<file path="src/include/iep_pkg.sv">
package iep_pkg;
	localparam logic [7:0] IEP_ADDR_PRIO2_LO = 8'h91;
	localparam logic [7:0] IEP_ADDR_PRIO2_HI = 8'h92;
	localparam logic [7:0] IEP_ADDR_EN1 = 8'hA8;
	localparam logic [7:0] IEP_ADDR_PRIO1_HI = 8'hB7;
	localparam logic [7:0] IEP_ADDR_PRIO1_LO = 8'hB8;
	localparam logic [7:0] IEP_ADDR_EN2 = 8'hE8;
	localparam logic [7:0] IEP_RESET_VAL = 8'h00;
	localparam int IEP_GLOBAL_BIT = 7;
	localparam int IEP_NSRC = 10;
	localparam logic [7:0] IEP_EN2_MASK = 8'h07;
	localparam logic [7:0] IEP_PRIO2_MASK = 8'h03;
	// Source index: first byte bits 0..6 as the first enable register,
	// timer 2 = 7, secondary two-wire = 8, sync serial = 9
	localparam logic [3:0] IEP_SRC_EXT0 = 4'h0;
	localparam logic [3:0] IEP_SRC_TMR0 = 4'h1;
	localparam logic [3:0] IEP_SRC_EXT1 = 4'h2;
	localparam logic [3:0] IEP_SRC_TMR1 = 4'h3;
	localparam logic [3:0] IEP_SRC_SER = 4'h4;
	localparam logic [3:0] IEP_SRC_TW1 = 4'h5;
	localparam logic [3:0] IEP_SRC_CNT = 4'h6;
	localparam logic [3:0] IEP_SRC_TMR2 = 4'h7;
	localparam logic [3:0] IEP_SRC_TW2 = 4'h8;
	localparam logic [3:0] IEP_SRC_SSI = 4'h9;

	typedef struct packed {
		logic wr;
		logic rd;
		logic bit_op;
		logic [2:0] bit_sel;
		logic [7:0] addr;
		logic [7:0] wdata;
	} iep_sfr_req_s;

	typedef struct packed {
		logic valid;
		logic [3:0] src;
		logic [1:0] level;
	} iep_irq_s;
endpackage

</file>
<file path="src/hw/iep_regs.sv">
`timescale 1ns/1ns
`default_nettype none
module iep_regs
	import iep_pkg::*;
(
	// Clock and reset
	input wire logic mclk,
	input wire logic rst,
	// Special-function register access from the core
	input wire iep_pkg::iep_sfr_req_s sfr_req,
	output logic [7:0] sfr_rdata,
	output logic sfr_hit,
	// Interrupt sources and service status
	input wire logic [9:0] src_pending,
	input wire logic [1:0] active_level,
	input wire logic any_active,
	// Request to the core
	output iep_pkg::iep_irq_s irq_out
);
	logic [7:0] en1_reg;
	logic [7:0] en2_reg;
	logic [7:0] plo1_reg;
	logic [7:0] phi1_reg;
	logic [7:0] plo2_reg;
	logic [7:0] phi2_reg;
	logic [9:0] allow;
	logic [9:0] plo;
	logic [9:0] phi;
	iep_irq_s irq_next;
	logic [7:0] rd_next;
	logic hit_next;

	// Bit ops merge one bit into the held byte; others pass the byte
	function automatic logic [7:0] merge(input logic [7:0] cur,
		input iep_sfr_req_s rq);
		logic [7:0] v;
		v = cur;
		if (rq.bit_op) begin
			v[rq.bit_sel] = rq.wdata[0];
		end else begin
			v = rq.wdata;
		end
		return v;
	endfunction

	function automatic logic wr_at(input iep_sfr_req_s rq,
		input logic [7:0] a);
		return rq.wr && (rq.addr == a);
	endfunction

	always_ff @(posedge mclk) begin
		if (rst) begin
			en1_reg <= IEP_RESET_VAL;
		end else if (wr_at(sfr_req, IEP_ADDR_EN1)) begin
			en1_reg <= merge(en1_reg, sfr_req);
		end
	end

	always_ff @(posedge mclk) begin
		if (rst) begin
			en2_reg <= IEP_RESET_VAL;
		end else if (wr_at(sfr_req, IEP_ADDR_EN2)) begin
			// Reserved bits kept zero so a stray set never reads back
			en2_reg <= merge(en2_reg, sfr_req) & IEP_EN2_MASK;
		end
	end

	always_ff @(posedge mclk) begin
		if (rst) begin
			plo1_reg <= IEP_RESET_VAL;
		end else if (wr_at(sfr_req, IEP_ADDR_PRIO1_LO)) begin
			plo1_reg <= merge(plo1_reg, sfr_req);
		end
	end

	always_ff @(posedge mclk) begin
		if (rst) begin
			plo2_reg <= IEP_RESET_VAL;
		end else if (wr_at(sfr_req, IEP_ADDR_PRIO2_LO)) begin
			plo2_reg <= merge(plo2_reg, sfr_req) & IEP_PRIO2_MASK;
		end
	end

	// High priority registers ignore bit ops: not bit addressable
	always_ff @(posedge mclk) begin
		if (rst) begin
			phi1_reg <= IEP_RESET_VAL;
		end else if (wr_at(sfr_req, IEP_ADDR_PRIO1_HI) && !sfr_req.bit_op) begin
			phi1_reg <= sfr_req.wdata;
		end
	end

	always_ff @(posedge mclk) begin
		if (rst) begin
			phi2_reg <= IEP_RESET_VAL;
		end else if (wr_at(sfr_req, IEP_ADDR_PRIO2_HI) && !sfr_req.bit_op) begin
			phi2_reg <= sfr_req.wdata & IEP_PRIO2_MASK;
		end
	end

	always_comb begin
		rd_next = 8'h00;
		hit_next = 1'b1;
		case (sfr_req.addr)
			IEP_ADDR_EN1: rd_next = en1_reg;
			IEP_ADDR_EN2: rd_next = en2_reg;
			IEP_ADDR_PRIO1_LO: rd_next = plo1_reg;
			IEP_ADDR_PRIO1_HI: rd_next = phi1_reg;
			IEP_ADDR_PRIO2_LO: rd_next = plo2_reg;
			IEP_ADDR_PRIO2_HI: rd_next = phi2_reg;
			default: hit_next = 1'b0;
		endcase
		if (!sfr_req.rd) begin
			hit_next = 1'b0;
			rd_next = 8'h00;
		end
	end

	always_ff @(posedge mclk) begin
		if (rst) begin
			sfr_rdata <= 8'h00;
			sfr_hit <= 1'b0;
		end else begin
			sfr_rdata <= rd_next;
			sfr_hit <= hit_next;
		end
	end

	// Index layout: bits 0..6 match the first enable register
	assign allow = {en2_reg[2:0], en1_reg[6:0]};
	assign plo = {plo2_reg[1:0], plo1_reg[7:0]};
	assign phi = {phi2_reg[1:0], phi1_reg[7:0]};

	// Fixed polling order at equal level, first wins
	localparam logic [3:0] POLL [IEP_NSRC] = '{IEP_SRC_EXT0, IEP_SRC_TW1,
		IEP_SRC_TMR0, IEP_SRC_EXT1, IEP_SRC_TMR1, IEP_SRC_SER,
		IEP_SRC_TMR2, IEP_SRC_CNT, IEP_SRC_SSI, IEP_SRC_TW2};

	always_comb begin
		logic [1:0] lvl;
		logic [3:0] s;
		irq_next = '0;
		lvl = 2'h0;
		s = 4'h0;
		if (en1_reg[IEP_GLOBAL_BIT]) begin
			for (int i = 0; i < IEP_NSRC; i++) begin
				s = POLL[i];
				lvl = {phi[s], plo[s]};
				// Strictly higher level wins; equal keeps poll order
				if (src_pending[s] && allow[s] &&
					(!irq_next.valid || lvl > irq_next.level)) begin
					irq_next.valid = 1'b1;
					irq_next.src = s;
					irq_next.level = lvl;
				end
			end
			// Only a strictly higher level may preempt running service
			if (any_active && irq_next.level <= active_level) begin
				irq_next = '0;
			end
		end
	end

	always_ff @(posedge mclk) begin
		if (rst) begin
			irq_out <= '0;
		end else begin
			irq_out <= irq_next;
		end
	end
endmodule
`default_nettype wire

</file>
<file path="config.mk">
export PLATFORM = sky130hd
export DESIGN_NAME = iep_regs
export DESIGN_NICKNAME = d
export VERILOG_FILES = /design/src/include/iep_pkg.sv /design/src/hw/iep_regs.sv
export SDC_FILE = /design/constraint.sdc
export NUM_CORES = 1
export LEC_CHECK = 0
export ABC_AREA = 0
export ABC_CLOCK_PERIOD_IN_PS = 17300
export BUFFER_PORTS_ARGS = -buffer_cell sky130_fd_sc_hd__clkbuf_2
export CAP_MARGIN = 20
export CORE_ASPECT_RATIO = 0.9
export CORE_UTILIZATION = 40
export CTS_CLUSTER_DIAMETER = 150
export DETAILED_ROUTE_END_ITERATION = 8
export MAX_ROUTING_LAYER = met4
export SLEW_MARGIN = 30
export SYNTH_ARGS = -nofsm -noshare
export SYNTH_HDL_FRONTEND = slang
export SYNTH_SLANG_ARGS = --single-unit
</file>
<file path="constraint.sdc">
create_clock -name mclk -period 17.3 [get_ports mclk]
set_input_delay 1.73 -clock mclk [delete_from_list [all_inputs] [get_ports mclk]]
set_output_delay 1.73 -clock mclk [all_outputs]
set_load 0.01 [all_outputs]
</file>
Yosys cells after proc, flatten, opt, wreduce, memory -nomap -nowiden
Index checks and enable logic that the tools add are counted.
W data, S select, Z words.
{ "totals": {"rom_bits": 0, "reg_bits": 47, "wordCells": 114, "mem_count": 0, "out_inout_bits": 16, "mem_bits_rw": 0, "latchBits": 0} }
{ "classes": {"reduce_logical": 51, "multipliers": 0, "shifts": 0, "eq_ne": 6, "bitwise": 2, "div_mod_pow": 0, "n_mux": 32, "order_cmp": 12, "n_addsub": 0} }
{ "ops": {"columns": ["op", "n"], "rows": [
  ["$mux W7", 20],
  ["$eq A8 B8 Y1 const B", 6],
  ["$pmux W8 S6", 1],
  ["$bwmux W8", 4],
  ["$logic_and A1 B1 Y1", 29],
  ["$gt A2 B2 Y1", 9],
  ["$mux W8", 2],
  ["$logic_not A1 Y1", 10],
  ["$logic_or A1 B1 Y1", 9],
  ["$reduce_or A6 Y1", 1],
  ["$lt A3 B4 Y1 const B", 1],
  ["$demux W1 S3", 1],
  ["$ge A3 B1 Y1 const B", 1],
  ["$mux W3", 1],
  ["$reduce_or A3 Y1", 1],
  ["$le A2 B2 Y1", 1],
  ["$mux W1", 2],
  ["$mux W2", 1],
  ["$not A1 Y1", 2],
  ["$reduce_or A2 Y1", 1]
]} }

Depth between registers and ports, before layout
{ "depth": {"ltp_word": 51, "ltp_mapped": 67, "depth_no_buf": 65} }

Worst setup path after synthesis
OpenSTA, ideal clock, no wires.
{ "synth_timing": {"kind": "input-to-reg", "start": "input port src_pending[0]", "end": "register irq_out[2] (netlist name)", "slack_ps": 4621, "cell_stages": 62, "required_time_ps": 17182, "path_buffers": 2, "arrival_ps": 12561, "path_cell_list": "and2_1 -> nand2_1 -> ha_1 -> nor2b_1 -> o2111a_1 -> o21ai_0 -> and2_1 -> ha_1 -> nor2b_1 -> o2111a_1 -> nor2_1 -> a21o_1 -> ha_1 -> nor2b_1 -> a2bb2oi_1 -> o21ba_1 -> a311o_1 -> a21boi_0 -> [... 26 more ...] -> or2_1 -> buf_6 -> a31oi_1 -> ha_1 -> inv_1 -> a21oi_1 -> a21oi_1 -> a21oi_1 -> or2_0 -> clkbuf_1 -> mux2_2 -> ha_1 -> nor2b_1 -> o21ai_0 -> nand2_1 -> nand3b_1 -> nor2b_1 -> a21boi_1"} }
{ "synth_between": {"elab_chain_len": 51} }
{ "synth_rtl": {"columns": ["element", "line_no", "text"], "rows": [
  ["start, declared", "iep_regs.sv:14", "input wire logic [9:0] src_pending,"],
  ["$logic_and A1 B1 Y1 (*)", "iep_regs.sv:150", "if (src_pending[s] && allow[s] &&"],
  ["$mux W7 (*)", "iep_regs.sv:150", null],
  ["$mux W7 (*)", "iep_regs.sv:145", "if (en1_reg[IEP_GLOBAL_BIT]) begin"],
  ["$gt A2 B2 Y1 or $logic_not A1 Y1 (tied branches)", "iep_regs.sv:151", "(!irq_next.valid || lvl > irq_next.level)) begin"],
  ["$logic_or A1 B1 Y1", "iep_regs.sv:151", null],
  ["$logic_and A1 B1 Y1", "iep_regs.sv:150", null],
  ["$mux W7 (*)", "iep_regs.sv:150", null],
  ["$mux W7 (*)", "iep_regs.sv:145", null],
  ["[... 35 more ...]", null, null],
  ["$gt A2 B2 Y1 or $logic_not A1 Y1 (tied branches)", "iep_regs.sv:151", null],
  ["$logic_or A1 B1 Y1", "iep_regs.sv:151", null],
  ["$logic_and A1 B1 Y1", "iep_regs.sv:150", null],
  ["$mux W7 (*)", "iep_regs.sv:150", null],
  ["$mux W7 (*)", "iep_regs.sv:145", null],
  ["$le A2 B2 Y1", "iep_regs.sv:158", "if (any_active && irq_next.level <= active_level) begin"],
  ["$logic_and A1 B1 Y1", "iep_regs.sv:158", null],
  ["$reduce_or A3 Y1 (no source line)", null, null],
  ["end signal, assigned", "iep_regs.sv:168", "irq_out <= irq_next;"],
  ["end, declared", "iep_regs.sv:18", "output iep_pkg::iep_irq_s irq_out"]
]} }
Every way passes the cells marked *; elsewhere a longest branch is shown, timed or not. The select of a mux whose other input is x is not followed.
A chain may end at the register's enable or synchronous reset.

Final worst setup path
{ "layout_timing": {"start": "input port src_pending[0]", "end": "register irq_out[4] (netlist name)"} }
The elaborated chain is that of the path after synthesis.

==> results.cfg <==
[yosys]
yosys.area.top_type_share = 0.311
netlist_top_cells_area = dfxtp_1, ha_1, a21oi_1
yosysSeqAreaShare = 0.311
synth_flop_cell = dfxtp_1
synth.distinct_cells = 64
synthesis.nets = 432
synth_edf_count = 0
synthArstFlopShare = 0
synth_top_area_cell = dfxtp_1
yosysWarnings = 0
netlist_area_mm2 = 0.00303
syn_avg_cell_area_um2 = 8.01
ys_ff_latch = 47
syn_inst = 378

[run]
max-cap-violations = 0

[place]
place_congestion = 0.935
dp_slack_ns = 2.85
hpwlAfterDp_um = 6690
io_buffers = 52

[timing]
rsz0062_at_grt = no
finalCritPeriodShare = 0.824
skew_ns = 0.00772
fin_ws_ns = 3.04
finalSetupViolCount = 0
holdWs_ns = 0.507
worstMarginPinSlew_ns = 0.936
max_slew_margin = 0.372
drv_slew = 0
tns_ns = 0
hold_viol_final = 0
max_clock_freq_mhz = 70.1
final.min_clock_period_ns = 14.26

[layout]
diodes = 0
drive_above_1_share = 0.171
area_delta_synth_final_pct = 14.2
multiInputGateArea_mm2 = 0.00196
final_common_cell = clkbuf_2
layout_common_cells = clkbuf_2, dfxtp_1, nand2_1, a21oi_1, nor2_1
layout.area.seq_um2 = 941
fillerInstances = 741
nNetsFinal = 474

[min_path]
whs_endpoint = plo1_reg[0]
hold_class = reg -> reg
hp-start = plo1_reg[0]
min_path_cells = 2

[routing]
wirelength_um = 8850
antenna_left = 0
firstDrtPassIters = 5
met1_length_um = 4310
wire_per_inst_um = 17.2
drt_iter0_markers = 212
vias = 3046
routed.top_layer = met4
drc = 0
wl_met3_um = 438
viasPerCell = 5.93
dr_wl_met2_um = 4020

[cts]
cts_tree = done
cts_buffer_depth = 2
cts_resized = 0
cts_setup_buffers = 0
htree_levels = 2
clkTransAtPathRegs_ns = 0.09
hold_buffers = 0
cts_sinks = 47
clk_latency_ns = 0.30
root_buffer = clkbuf_8
cts_made_buffers = 5

[worst_setup_path]
rr_worst_depth = 60
cp_common_cell = ha_1
crit_path_start_kind = primary input
critPathRequiredTime_ns = 17.55
rr_startpoint = en1_reg[0]
cp_data_arrival_time_ns = 14.51
regToRegEndpoint = irq_out[4]
crit_type = in -> reg
worstPathMaxFanout = 7
critPathSlowestCell = o311ai_0
end_kind = flip-flop
crit_start = src_pending[0]
cpPeakStageDelay_ns = 0.52
r2r_slack_ns = 4.11

[power]
power.density_mw_per_mm2 = 60.9
p_leak_nw = 1.42
ir_drop_v = 0.0000565
fin_total_pwr_w = 0.000210

[global_route]
overflow = 0
grt_pass1_vias = 2822
antenna_found_initial = 0
grt_max_degree = 35
grt_pass1_wl_um = 14300
grt_usage = 0.240

[die]
dieHeight_um = 84.5
coreArea_mm2 = 0.00718
dieArea_mm2 = 0.00792
initial_core_util = 0.421
placementRows = 29
io_pins = 53
die_w_um = 93.7

[status]
status = complete, no violations
==> layer usage <==
metal  global-route usage  vias up
met2                0.386       77
met4               0.0406        0
li1                     -     1518
met3               0.0326        7
met5                    -        -
met1                0.324     1444
==> area by class of cell <==
class | count | share of cell area
timing repair buffer | 52 | 0.0753
sequential | 47 | 0.272
multi-input combinational | 297 | 0.566
inverter | 17 | 0.0185
clock inverter | 2 | 0.0101
tap | 93 | 0.0337
clock buffer | 6 | 0.0239
==> report_power, final <==
group / switching [W] / internal [W] / total (W)
Combinational: 0.0000101 / 0.00000528 / 0.0000154
Clock: 0.0000399 / 0.0000469 / 0.0000868
Sequential: 0.000000118 / 0.000108 / 0.000108
==> cells by family (layout without fill, tap and decap cells) <==
logic type      count (synthesis)  after routing  share of synthesized area
buf+inv                        34             77                     0.0446
compound gates                131            131                      0.309
mux                            14             14                     0.0471
fa+ha+maj                      17             17                     0.0702
simple gates                  135            135                      0.218
flops                          47             47                      0.311
==> critical path: cells and delay by family <==
family | cells | cell delay, ns
compound gates | 30 | 6.49
simple gates | 20 | 3.42
buf+inv | 1 | 0.11
fa+ha+maj | 10 | 2.74
==> cell usage after synthesis, types with 2 or more instances <==
library cell  number
a211oi_1          17
a21boi_0           2
a21o_1             3
a21oi_1           33
a222oi_1           7
a22oi_1            5
a311oi_1           2
a31oi_1            6
and2_1             2
and3_1             6
and4b_1            2
clkbuf_1          15
dfxtp_1           47
ha_1              17
inv_1             17
mux2_2             2
mux2i_1           12
nand2_1           41
nand3_1           19
nand4_1            3
nor2_1            33
nor2b_1           12
nor3_1             2
o2111a_1           3
o2111ai_1          4
o21a_1             3
o21ai_0           19
o21ai_1            2
o22ai_1            2
o311ai_0           3
o31ai_1            2
or2_2              2
or3_1              2
==> stage by stage <==
stage / std cells / cell area [um2] / utilization
floorplan: 378 / 3030 / -
global placement: 506 / 3330 / 0.464
detailed placement: 506 / 3330 / 0.464
CTS: 514 / 3450 / 0.480
global route: 514 / 3460 / 0.481
finish: 514 / 3460 / 0.481
==> worst max path at each step <==
stage	endpoint	depth (start not counted)	slack (ns)
floorplan	irq_out[2]	62	4.62
global placement	irq_out[4]	62	3.22
detailed placement	irq_out[4]	62	2.85
CTS	irq_out[4]	62	3.15
global route	irq_out[2]	64	1.91
finish	irq_out[4]	61	3.04
No activity file was read; power rests on OpenSTA's default activity.
